### config.mk
export PLATFORM = sky130hd
export DESIGN_NAME = vlr_regs
export DESIGN_NICKNAME = d
export VERILOG_FILES = /design/src/verilog/vlr_pin_sync.v /design/src/verilog/vlr_regs.v
export VERILOG_INCLUDE_DIRS = /design/src /design/src/verilog
export SDC_FILE = /design/constraint.sdc
export NUM_CORES = 1
export LEC_CHECK = 0
export ABC_AREA = 1
export BUFFER_PORTS_ARGS = -buffer_cell sky130_fd_sc_hd__buf_2
export CORE_MARGIN = 2
export CORE_UTILIZATION = 25
export DETAILED_ROUTE_END_ITERATION = 10
export GPL_TIMING_DRIVEN = 0
export PLACE_DENSITY = 0.4
export SLEW_MARGIN = 20
export SYNTH_ARGS = -nofsm -noshare
export SYNTH_HDL_FRONTEND = slang
export SYNTH_SLANG_ARGS = --single-unit
### constraint.sdc
create_clock -name clk -period 5.4 [get_ports clk]
set_input_delay 0.27 -clock clk [delete_from_list [all_inputs] [get_ports clk]]
set_output_delay 0.27 -clock clk [all_outputs]
set_load 0.05 [all_outputs]
### src/verilog/vlr_consts.vh
`ifndef VLR_CONSTS_VH
`define VLR_CONSTS_VH

// ----------------------------------------------------------------
// register offsets
// ----------------------------------------------------------------
`define VLR_OFS_CONV2_SLEEP_CONTROL 8'h93
`define VLR_OFS_CONV4_VOLTAGE_CODE 8'h94
`define VLR_OFS_CONV4_SLEEP_VOLTAGE_CODE 8'h95
`define VLR_OFS_CONV5_VOLTAGE_CODE 8'h96

// ----------------------------------------------------------------
// field positions
// ----------------------------------------------------------------
`define VLR_CODE_MSB 7
`define VLR_CODE_LSB 1
`define VLR_FLAG_BIT 0

// ----------------------------------------------------------------
// reset values (one factory variant; overridable per variant)
// ----------------------------------------------------------------
`define VLR_RST_CONV2_SLEEP_CONTROL 8'h5B
`define VLR_RST_CONV4_VOLTAGE_CODE 8'h28
`define VLR_RST_CONV4_SLEEP_VOLTAGE_CODE 8'h28
`define VLR_RST_CONV5_VOLTAGE_CODE 8'h70

// ----------------------------------------------------------------
// timing
// ----------------------------------------------------------------
`define VLR_CLK_PERIOD_NS 100
`define VLR_SLEW_STEP_NS 1000
`define VLR_SLEW_STEP_CYC ((`VLR_SLEW_STEP_NS + `VLR_CLK_PERIOD_NS - 1) / `VLR_CLK_PERIOD_NS)

`endif

### src/verilog/vlr_pin_sync.v
`timescale 1ns/1ns

module vlr_pin_sync #(
	parameter WIDTH = 1,
	parameter [WIDTH-1:0] RESET_VAL = {WIDTH{1'b0}}
) (
	input wire clk,
	input wire srst,
	input wire [WIDTH-1:0] din,
	output reg [WIDTH-1:0] dout
);

reg [WIDTH-1:0] stage1;
reg [WIDTH-1:0] stage2;
reg [WIDTH-1:0] stage3;

always @(posedge clk) begin
	if (srst) begin
		stage1 <= RESET_VAL;
		stage2 <= RESET_VAL;
		stage3 <= RESET_VAL;
	end else begin
		stage1 <= din;
		stage2 <= stage1;
		stage3 <= stage2;
	end
end

// a level is accepted only once the last two stages agree
genvar b;
generate
	for (b = 0; b < WIDTH; b = b + 1) begin : g_bit
		always @(posedge clk) begin
			if (srst)
				dout[b] <= RESET_VAL[b];
			else if (stage2[b] == stage3[b])
				dout[b] <= stage3[b];
		end
	end
endgenerate

endmodule // vlr_pin_sync

### src/verilog/vlr_regs.v
`timescale 1ns/1ns
`include "vlr_consts.vh"


module vlr_regs #(
	parameter [6:0] DEV_ADDR = 7'h5E,
	parameter SLEEP_PIN_SEL = 0,
	parameter STEP_RANGE_25MV = 0,
	parameter [7:0] RST_CONV2_SLEEP_CONTROL = `VLR_RST_CONV2_SLEEP_CONTROL,
	parameter [7:0] RST_CONV4_VOLTAGE_CODE = `VLR_RST_CONV4_VOLTAGE_CODE,
	parameter [7:0] RST_CONV4_SLEEP_VOLTAGE_CODE = `VLR_RST_CONV4_SLEEP_VOLTAGE_CODE,
	parameter [7:0] RST_CONV5_VOLTAGE_CODE = `VLR_RST_CONV5_VOLTAGE_CODE
) (
	input wire clk,
	input wire srst,
	input wire scl_in,
	input wire sda_in,
	output wire sda_out,
	output wire sda_oe,
	input wire first_sleep_enable_input,
	input wire second_sleep_enable_input,
	input wire [6:0] conv2_normal_code,
	output reg [6:0] conv2_target_code,
	output reg conv2_in_sleep,
	output reg [6:0] conv4_applied_code,
	output reg conv4_slewing,
	output reg conv4_passive_decay,
	output reg [6:0] conv4_sleep_code,
	output reg [6:0] conv5_applied_code,
	output reg conv5_slewing,
	output reg conv5_passive_decay,
	output reg step_range_25mv
);

// ----------------------------------------------------------------
// constants
// ----------------------------------------------------------------
localparam ST_IDLE = 4'h0;
localparam ST_ADDR = 4'h1;
localparam ST_AACK = 4'h2;
localparam ST_PTR = 4'h3;
localparam ST_PACK = 4'h4;
localparam ST_WDATA = 4'h5;
localparam ST_WACK = 4'h6;
localparam ST_RDATA = 4'h7;
localparam ST_RACK = 4'h8;

localparam integer SLEW_INT = `VLR_SLEW_STEP_CYC;
localparam [7:0] SLEW_CYC = SLEW_INT[7:0];

// ----------------------------------------------------------------
// pin synchronisers
// ----------------------------------------------------------------
wire scl_s;
wire sda_s;
wire sleep1_s;
wire sleep2_s;

vlr_pin_sync #(.WIDTH(4), .RESET_VAL(4'hF)) u_sync (
	.clk(clk),
	.srst(srst),
	.din({scl_in, sda_in, first_sleep_enable_input, second_sleep_enable_input}),
	.dout({scl_s, sda_s, sleep1_s, sleep2_s})
);

reg scl_q;
reg sda_q;
wire scl_rise = scl_s & ~scl_q;
wire scl_fall = ~scl_s & scl_q;
wire bus_start = scl_s & scl_q & sda_q & ~sda_s;
wire bus_stop = scl_s & scl_q & ~sda_q & sda_s;

// ----------------------------------------------------------------
// register file
// ----------------------------------------------------------------
reg [7:0] conv2_sleep_control;
reg [7:0] conv4_voltage_code;
reg [7:1] conv4_sleep_bits;
reg [7:0] conv5_voltage_code;
reg wr_pulse;
reg [7:0] wr_addr;
reg [7:0] wr_data;
reg [7:0] pointer;
reg [7:0] rd_data;

always @(posedge clk) begin
	if (srst) begin
		conv2_sleep_control <= RST_CONV2_SLEEP_CONTROL;
		conv4_voltage_code <= RST_CONV4_VOLTAGE_CODE;
		conv4_sleep_bits <= RST_CONV4_SLEEP_VOLTAGE_CODE[7:1];
		conv5_voltage_code <= RST_CONV5_VOLTAGE_CODE;
	end else if (wr_pulse) begin
		case (wr_addr)
			`VLR_OFS_CONV2_SLEEP_CONTROL: conv2_sleep_control <= wr_data;
			`VLR_OFS_CONV4_VOLTAGE_CODE: conv4_voltage_code <= wr_data;
			`VLR_OFS_CONV4_SLEEP_VOLTAGE_CODE: conv4_sleep_bits <= wr_data[7:1];
			`VLR_OFS_CONV5_VOLTAGE_CODE: conv5_voltage_code <= wr_data;
			default: ;
		endcase
	end
end

// unmapped offsets read as zero and swallow writes
always @* begin
	case (pointer)
		`VLR_OFS_CONV2_SLEEP_CONTROL: rd_data = conv2_sleep_control;
		`VLR_OFS_CONV4_VOLTAGE_CODE: rd_data = conv4_voltage_code;
		`VLR_OFS_CONV4_SLEEP_VOLTAGE_CODE: rd_data = {conv4_sleep_bits, 1'b0};
		`VLR_OFS_CONV5_VOLTAGE_CODE: rd_data = conv5_voltage_code;
		default: rd_data = 8'h00;
	endcase
end

// ----------------------------------------------------------------
// two-wire serial slave
// ----------------------------------------------------------------
reg [3:0] state;
reg [3:0] bit_cnt;
reg [7:0] shift;
reg [7:0] tx;
reg rd_mode;
reg sda_drive;

assign sda_out = 1'b0;
assign sda_oe = sda_drive;

always @(posedge clk) begin
	if (srst) begin
		scl_q <= 1'b1;
		sda_q <= 1'b1;
		state <= ST_IDLE;
		bit_cnt <= 4'h0;
		shift <= 8'h00;
		tx <= 8'h00;
		rd_mode <= 1'b0;
		sda_drive <= 1'b0;
		pointer <= 8'h00;
		wr_pulse <= 1'b0;
		wr_addr <= 8'h00;
		wr_data <= 8'h00;
	end else begin
		scl_q <= scl_s;
		sda_q <= sda_s;
		wr_pulse <= 1'b0;
		if (bus_start) begin
			state <= ST_ADDR;
			bit_cnt <= 4'h0;
			sda_drive <= 1'b0;
		end else if (bus_stop) begin
			state <= ST_IDLE;
			sda_drive <= 1'b0;
		end else begin
			case (state)
				ST_ADDR, ST_PTR, ST_WDATA: begin
					if (scl_rise) begin
						shift <= {shift[6:0], sda_s};
						bit_cnt <= bit_cnt + 4'h1;
					end else if (scl_fall && bit_cnt == 4'h8) begin
						if (state == ST_ADDR) begin
							if (shift[7:1] == DEV_ADDR) begin
								sda_drive <= 1'b1;
								rd_mode <= shift[0];
								state <= ST_AACK;
							end else begin
								state <= ST_IDLE;
							end
						end else if (state == ST_PTR) begin
							pointer <= shift;
							sda_drive <= 1'b1;
							state <= ST_PACK;
						end else begin
							wr_pulse <= 1'b1;
							wr_addr <= pointer;
							wr_data <= shift;
							sda_drive <= 1'b1;
							state <= ST_WACK;
						end
					end
				end
				ST_AACK, ST_PACK, ST_WACK: begin
					if (scl_fall) begin
						bit_cnt <= 4'h0;
						sda_drive <= 1'b0;
						if (state == ST_AACK && rd_mode) begin
							tx <= rd_data;
							sda_drive <= ~rd_data[7];
							state <= ST_RDATA;
						end else if (state == ST_AACK) begin
							state <= ST_PTR;
						end else begin
							if (state == ST_WACK)
								pointer <= pointer + 8'h01;
							state <= ST_WDATA;
						end
					end
				end
				ST_RDATA: begin
					if (scl_fall) begin
						if (bit_cnt == 4'h7) begin
							sda_drive <= 1'b0;
							state <= ST_RACK;
						end else begin
							tx <= {tx[6:0], 1'b0};
							sda_drive <= ~tx[6];
							bit_cnt <= bit_cnt + 4'h1;
						end
					end
				end
				ST_RACK: begin
					// a not-acknowledge ends the read; the master then stops
					if (scl_rise) begin
						if (sda_s)
							state <= ST_IDLE;
						else
							pointer <= pointer + 8'h01;
					end else if (scl_fall) begin
						tx <= rd_data;
						sda_drive <= ~rd_data[7];
						bit_cnt <= 4'h0;
						state <= ST_RDATA;
					end
				end
				default: state <= ST_IDLE;
			endcase
		end
	end
end

// ----------------------------------------------------------------
// converter two sleep selection
// ----------------------------------------------------------------
wire sleep_pin = (SLEEP_PIN_SEL != 0) ? sleep2_s : sleep1_s;
wire use_sleep = conv2_sleep_control[`VLR_FLAG_BIT] & ~sleep_pin;

always @(posedge clk) begin
	if (srst) begin
		conv2_target_code <= 7'h00;
		conv2_in_sleep <= 1'b0;
		conv4_sleep_code <= 7'h00;
		step_range_25mv <= 1'b0;
	end else begin
		conv2_in_sleep <= use_sleep;
		if (use_sleep)
			conv2_target_code <= conv2_sleep_control[7:1];
		else
			conv2_target_code <= conv2_normal_code;
		conv4_sleep_code <= conv4_sleep_bits;
		step_range_25mv <= (STEP_RANGE_25MV != 0);
	end
end

// ----------------------------------------------------------------
// converters four and five: slewed or passive descent
// ----------------------------------------------------------------
wire [15:0] vc_all = {conv5_voltage_code, conv4_voltage_code};
wire [15:0] rst_all = {RST_CONV5_VOLTAGE_CODE, RST_CONV4_VOLTAGE_CODE};
wire [13:0] cur_all;
wire [1:0] slew_all;
wire [1:0] passive_all;

genvar c;
generate
	for (c = 0; c < 2; c = c + 1) begin : g_conv
		wire [6:0] req = vc_all[8*c+7:8*c+1];
		wire decay = vc_all[8*c];
		reg [6:0] cur;
		reg slew;
		reg passive;
		reg [7:0] tmr;
		// one process per converter owns its state; the vectors only gather it
		assign cur_all[7*c+6:7*c] = cur;
		assign slew_all[c] = slew;
		assign passive_all[c] = passive;
		always @(posedge clk) begin
			if (srst) begin
				cur <= rst_all[8*c+7:8*c+1];
				slew <= 1'b0;
				passive <= 1'b0;
				tmr <= 8'h00;
			end else if (req >= cur) begin
				// rising or settled: no descent control needed
				cur <= req;
				slew <= 1'b0;
				if (req > cur)
					passive <= 1'b0;
				tmr <= 8'h00;
			end else if (decay) begin
				// regulator stops sinking; fall rate set by load and capacitance
				cur <= req;
				slew <= 1'b0;
				passive <= 1'b1;
				tmr <= 8'h00;
			end else begin
				slew <= 1'b1;
				passive <= 1'b0;
				if (tmr == SLEW_CYC - 8'h01) begin
					tmr <= 8'h00;
					cur <= cur - 7'h01;
				end else begin
					tmr <= tmr + 8'h01;
				end
			end
		end
	end
endgenerate

always @* begin
	conv4_applied_code = cur_all[6:0];
	conv5_applied_code = cur_all[13:7];
	conv4_slewing = slew_all[0];
	conv5_slewing = slew_all[1];
	conv4_passive_decay = passive_all[0];
	conv5_passive_decay = passive_all[1];
end

endmodule // vlr_regs

# ---- Word level (Yosys, flattened, before mapping)
# Cells that the tools add are included.
dict set report totals {
  reg_bits 147
  input_bits 13
  wordCells 216
}
dict set report op_classes {
  n_addsub 6
  n_lt_le_gt_ge 4
  n_eq_ne 53
  mux 68
  bitwise 22
  n_reduce_logical 29
}
# operator n
set ops {}
lappend ops {{7-bit 2-to-1 mux} 13}
lappend ops {{8-bit 2-to-1 mux} 10}
lappend ops {{8-bit == test, second input constant} 8}
lappend ops {{4-bit 2-to-1 mux} 14}
lappend ops {{2-bit inequality test, second input constant} 17}
lappend ops {{4-bit case mux with 4 select lines} 2}
lappend ops {{8-bit case mux with 4 select lines} 1}
lappend ops {{7-bit AND reduction} 4}
lappend ops {{8-bit by 1-bit adder with 8-bit output, second input constant} 3}
lappend ops {{8-bit case mux with 3 select lines} 1}
lappend ops {{1-bit 2-to-1 mux} 21}
lappend ops {{7-bit case mux with 3 select lines} 1}
lappend ops {{4-bit by 3-bit == test with 1-bit output, second input constant} 5}
lappend ops {{4-bit inequality test, second input constant} 5}
lappend ops {{8-bit by 4-bit == test with 1-bit output, second input constant} 2}
lappend ops {{7-bit >= comparator} 2}
lappend ops {{7-bit > comparator} 2}
lappend ops {{1-bit inverter} 14}
lappend ops {{7-bit by 1-bit subtractor with 7-bit output, second input constant} 2}
lappend ops {{13-bit AND reduction} 1}
lappend ops {{3-bit nonzero test} 4}
lappend ops {{9-bit AND reduction} 1}
lappend ops {{3-bit OR reduction} 3}
lappend ops {{1-bit bitwise AND} 8}
lappend ops {{23 further kinds} 38}

# ---- Longest topological paths before layout
dict set report logic_depth {
  depth_word 8
  ltp_mapped 12
  mapped_depth_nobuf 12
}

# ---- Modules after synthesis
# Synthesis repeated with hierarchy kept, for this count alone.
dict set report unflattened {
  hier_cells 1051
  area_unflattened_um2 7290.7
}
# module instances cells_each area_each_um2
set by_module_without_submodules {}
lappend by_module_without_submodules {vlr_regs 1 990 6774.0}
lappend by_module_without_submodules {vlr_pin_sync 1 61 516.7}

# ---- Least setup slack after synthesis
# No wires, ideal clock.
dict set report synth_timing {
  kind {reg2reg}
  start {register g_conv[1].cur[2] (netlist: conv5_applied_code[2])}
  end {register g_conv[1].tmr[0]}
  setup_ns 0.065
  t_arrival_ns 2.070
  path_slack_ns 3.265
  path_stages_with_launch 12
  path_buffers 0
  cell_sequence {dfxtp_1 inv_1 ha_1 nand2_1 nor2_1 nand2_1 nand3_1 nor2_2 nand2_2 nor2_4 nand2_2 nor2_1}
}
dict set report synth_between {
  elab_chain_cells 2
}
# element line
set synth_lines {}
lappend synth_lines {{start: declaration} vlr_regs.v:266} ;# reg [6:0] cur;
lappend synth_lines {{start signal: assignment} vlr_regs.v:276} ;# cur <= rst_all[8*c+7:8*c+1];
lappend synth_lines {{start signal: assignment} vlr_regs.v:282} ;# cur <= req;
lappend synth_lines {{start signal: assignment} vlr_regs.v:289} ;# cur <= req;
lappend synth_lines {{7-bit >= comparator} vlr_regs.v:280} ;# end else if (req >= cur) begin
lappend synth_lines {{4-bit OR reduction (no source line)} -}
lappend synth_lines {{end signal: assignment} vlr_regs.v:300} ;# tmr <= tmr + 8'h01;
lappend synth_lines {{end: declaration} vlr_regs.v:269} ;# reg [7:0] tmr;
# Every way passes these cells.
# A chain may end at the register's enable or synchronous reset.

# ---- Worst setup path after layout
dict set report layout_timing {
  start {register g_conv[0].cur[2] (netlist: conv4_applied_code[2])}
  end {register g_conv[0].cur[5] (netlist: conv4_applied_code[5])}
}
dict set report layout_between {
  elab_chain_cells 4
  word_cells_on_any_way 6
  classes_between {1 x add/sub; 1 x order compare; 3 x mux; 1 x reduce/logical}
}
# element line
set layout_lines {}
lappend layout_lines {{start: declaration} vlr_regs.v:266}
lappend layout_lines {{start signal: assignment} vlr_regs.v:276}
lappend layout_lines {{start signal: assignment} vlr_regs.v:282}
lappend layout_lines {{start signal: assignment} vlr_regs.v:289}
lappend layout_lines {{7-bit by 1-bit subtractor with 7-bit output} vlr_regs.v:298} ;# cur <= cur - 7'h01;
lappend layout_lines {{7-bit 2-to-1 mux} vlr_regs.v:296} ;# if (tmr == SLEW_CYC - 8'h01) begin
lappend layout_lines {{7-bit 2-to-1 mux} vlr_regs.v:287} ;# end else if (decay) begin
lappend layout_lines {{7-bit 2-to-1 mux} vlr_regs.v:280}
# Several ways; a longest one is shown, not always the timed one. The select of a mux whose other input is x is not followed.

==> out/metrics.cfg <==
[status]
status=finished clean

[global_route]
grt_overflow=0
grt.total_usage_pct=14.5
grt_pass1_vias=6219
grt_pass1_wl_mm=34.1
grt_max_degree=17
grt_antenna_before_repair=0

[timing]
finalHoldViolCount=0
rsz0062_at_grt=no
fin_crit_sh_pct=41.1
max_slew_margin_pct=40.7
hold_ws_ns=0.0214
fin_crit_ns=2.22
setup_viol=0
fin_worst_skew_ns=0.0132
fmax_mhz=451
tns_ns=0
setup_slack_ns=3.18
tightest_slew_ns=0.890
drv_slew=0

[setup_path]
r2r_cells=11
cp.required_ns=5.76
cp_top_family=simple AND/OR/NAND/NOR gates
endpoint=conv4_applied_code[5]$_SDFFE_PP0P_
slowest_delay_ns=0.47
start_kind=register
reg2reg_slack_ns=3.18
reg2reg_to=conv4_applied_code[5]$_SDFFE_PP0P_
crit_arrival_ns=2.57
r2r-start=conv4_applied_code[2]$_SDFFE_PP1P_
endpoint_kind=register
critPathKind=reg2reg
critPathSlowestCell=dfxtp_1
cp_max_fo=9
cp_num_buf_inv=1
cp_cell_sequence=inv_1, ha_1, nand2_1, nor2_1, nand2_1, nand3_1, nor2_2, nand2_2, nor2_4, nand2_2, o21ai_1
cp-startpoint=conv4_applied_code[2]$_SDFFE_PP1P_
cp.depth=11

[power_and_ir_drop]
netSwitchingPower_uw=965
pwr-share-seq_pct=38.4
clockPowerShare_pct=41.9
p_total_mw=3.00
p_per_area_mw_per_mm2=354
power_frac_comb_pct=19.7
total_leakage_power_nw=3.76
intPower_mw=2.04
max-vdd-ir-drop_v=0.000226
netSwitchingFraction_pct=32.1

[die]
die_y_um=173
initial_core_util_pct=25.6
ios=49
num_rows=61
core_area_mm2=0.0280
dieArea_mm2=0.0300
die_w_um=173

[clock_network]
clk_pin_slew_ns=0.07
cts_buffers=17
hold_buffers=0
clkSinkCount=144
cts_tree=yes
cts_resized=0
cts_htree_levels=4
cts_setup_buffers=0
clkLatencyLatePin_ns=0.43
cts_buffer_depth=2
cts_root_buf=clkbuf_16

[drt]
routed_wl_mm=21.5
drt_iter0_drc=337
post_drt_wl_per_cell_um=14.5
route.antenna.remaining_nets=0
vias=6470
first_pass_iters=5
vias_per_cell=4.37
drc=0

[placement]
placed_cell_area_mm2=0.00787
placed_cells=1450
place_ws_ns=3.16
gp_congestion=0.809
dpl.hpwl_mm=16.1
io_buffers=45

[finish]
fillerInstances=3104
utilization_pct=30.3
fin_cells=1482
nets=1133
antenna_cells=0
synthToLayoutAreaGrowth_pct=18.4
drive_above_1_share_pct=12.6
stdcell_area_mm2=0.00848

[synth]
syn-cell-area_mm2=0.00716
synth-seq-cells=144
synth_cell_types=32
synth_seq_area_share_pct=40.2
synth_top_area_share_pct=40.2
synthCells=1026
synth_area_leaders=dfxtp_1 40%, nand2_1 10%, nor2_1 8.4%
yosys.area.top_type=dfxtp_1
yosysWarnings=0
synth.avg_cell_area_um2=6.98

[flow_run]
maxCapViolations=0

[hold_path]
hold_path_class=in2reg

[power by group through the flow]
stage	logic, mW	registers, mW	clock network [mW]
after floorplan	0.424	1.19	0
after global placement	0.595	1.18	0
after detailed placement	0.590	1.18	0
after CTS	0.594	1.15	1.28
after global routing	0.667	1.16	1.33
final	0.591	1.15	1.26
[metal layers]
metal  GRT usage (%)  wire (µm)
met4            4.41        329
met1            19.1      10600
met5               0          0
met2            24.2      10100
met3            2.72        474
[sequential cells by signal, summed over array words and instances (netlist names), 3 cells and up]
signal,cells
g_conv.tmr,16
conv2_sleep_control,8
conv4_voltage_code,8
conv5_voltage_code,8
pointer,8
shift,8
wr_addr,8
wr_data,8
conv2_target_code,7
conv4_applied_code,7
conv4_sleep_bits,7
conv4_sleep_code,7
conv5_applied_code,7
tx,7
bit_cnt,4
state,4
u_sync.dout,3
u_sync.stage1,3
u_sync.stage2,3
u_sync.stage3,3
[worst min path at each step]
stage          slack (ns)                          end                         from  depth (start not counted)
3_3_place_gp         0.39  u_sync.stage2[2]$_SDFF_PP1_  u_sync.stage1[2]$_SDFF_PP1_                          1
4_1_cts              0.01  u_sync.stage1[2]$_SDFF_PP1_                       sda_in                          2
3_5_place_dp         0.39  u_sync.stage2[3]$_SDFF_PP1_  u_sync.stage1[3]$_SDFF_PP1_                          1
2_1_floorplan        0.35     conv4_slewing$_SDFF_PP0_                         srst                          1
6_report             0.02  u_sync.stage1[2]$_SDFF_PP1_                       sda_in                          2
5_1_grt              0.02  u_sync.stage1[3]$_SDFF_PP1_                       scl_in                          2
[cell type report]
type / count / area [µm²] / area share [%]
plain buffers: 29 / 140 / 1.65
clock buffers: 20 / 457 / 5.39
clock inverters: 12 / 158 / 1.86
inverters: 126 / 478 / 5.64
multi-input cells: 728 / 3670 / 43.2
flip-flops and latches: 144 / 2880 / 34.0
well taps: 378 / 473 / 5.58
repair buffers: 45 / 225 / 2.66
[layout by cell type, fill, tap and decap left out, types with 15 or more instances in the layout]
| cell | instances |
|---|---|
| clkbuf_1 | 15 |
| inv_1 | 118 |
| nand3_1 | 95 |
| dfxtp_1 | 144 |
| o21ai_0 | 74 |
| a21oi_1 | 70 |
| ha_1 | 29 |
| nor2_1 | 160 |
| clkbuf_16 | 17 |
| buf_2 | 55 |
| nand2_1 | 198 |
[synth_stat cells (all sizes together)]
library cell    n
conb            1
o211ai         13
nand3b          3
nand2         210
a21oi          70
dfxtp         144
inv           125
ha             29
nand4           9
o21ai          79
nor2          174
xnor2           8
or2            10
nand3          96
nor3b           2
clkbuf         14
nor3            8
nor4            1
clkinv          1
xor2           14
buf            15
[kinds of logic after synthesis]
logic type,Yosys count,share of synthesized area (%)
and+or+nand+nor,513,31.4
AOI/OAI and AO/OA,162,11.9
buffers and inverters,155,8.63
DFF,144,40.2
adders and majority gates,29,5.06
xor gates and xnor gates,22,2.69
other,1,0.0523
(Power assumes the default switching activity.)
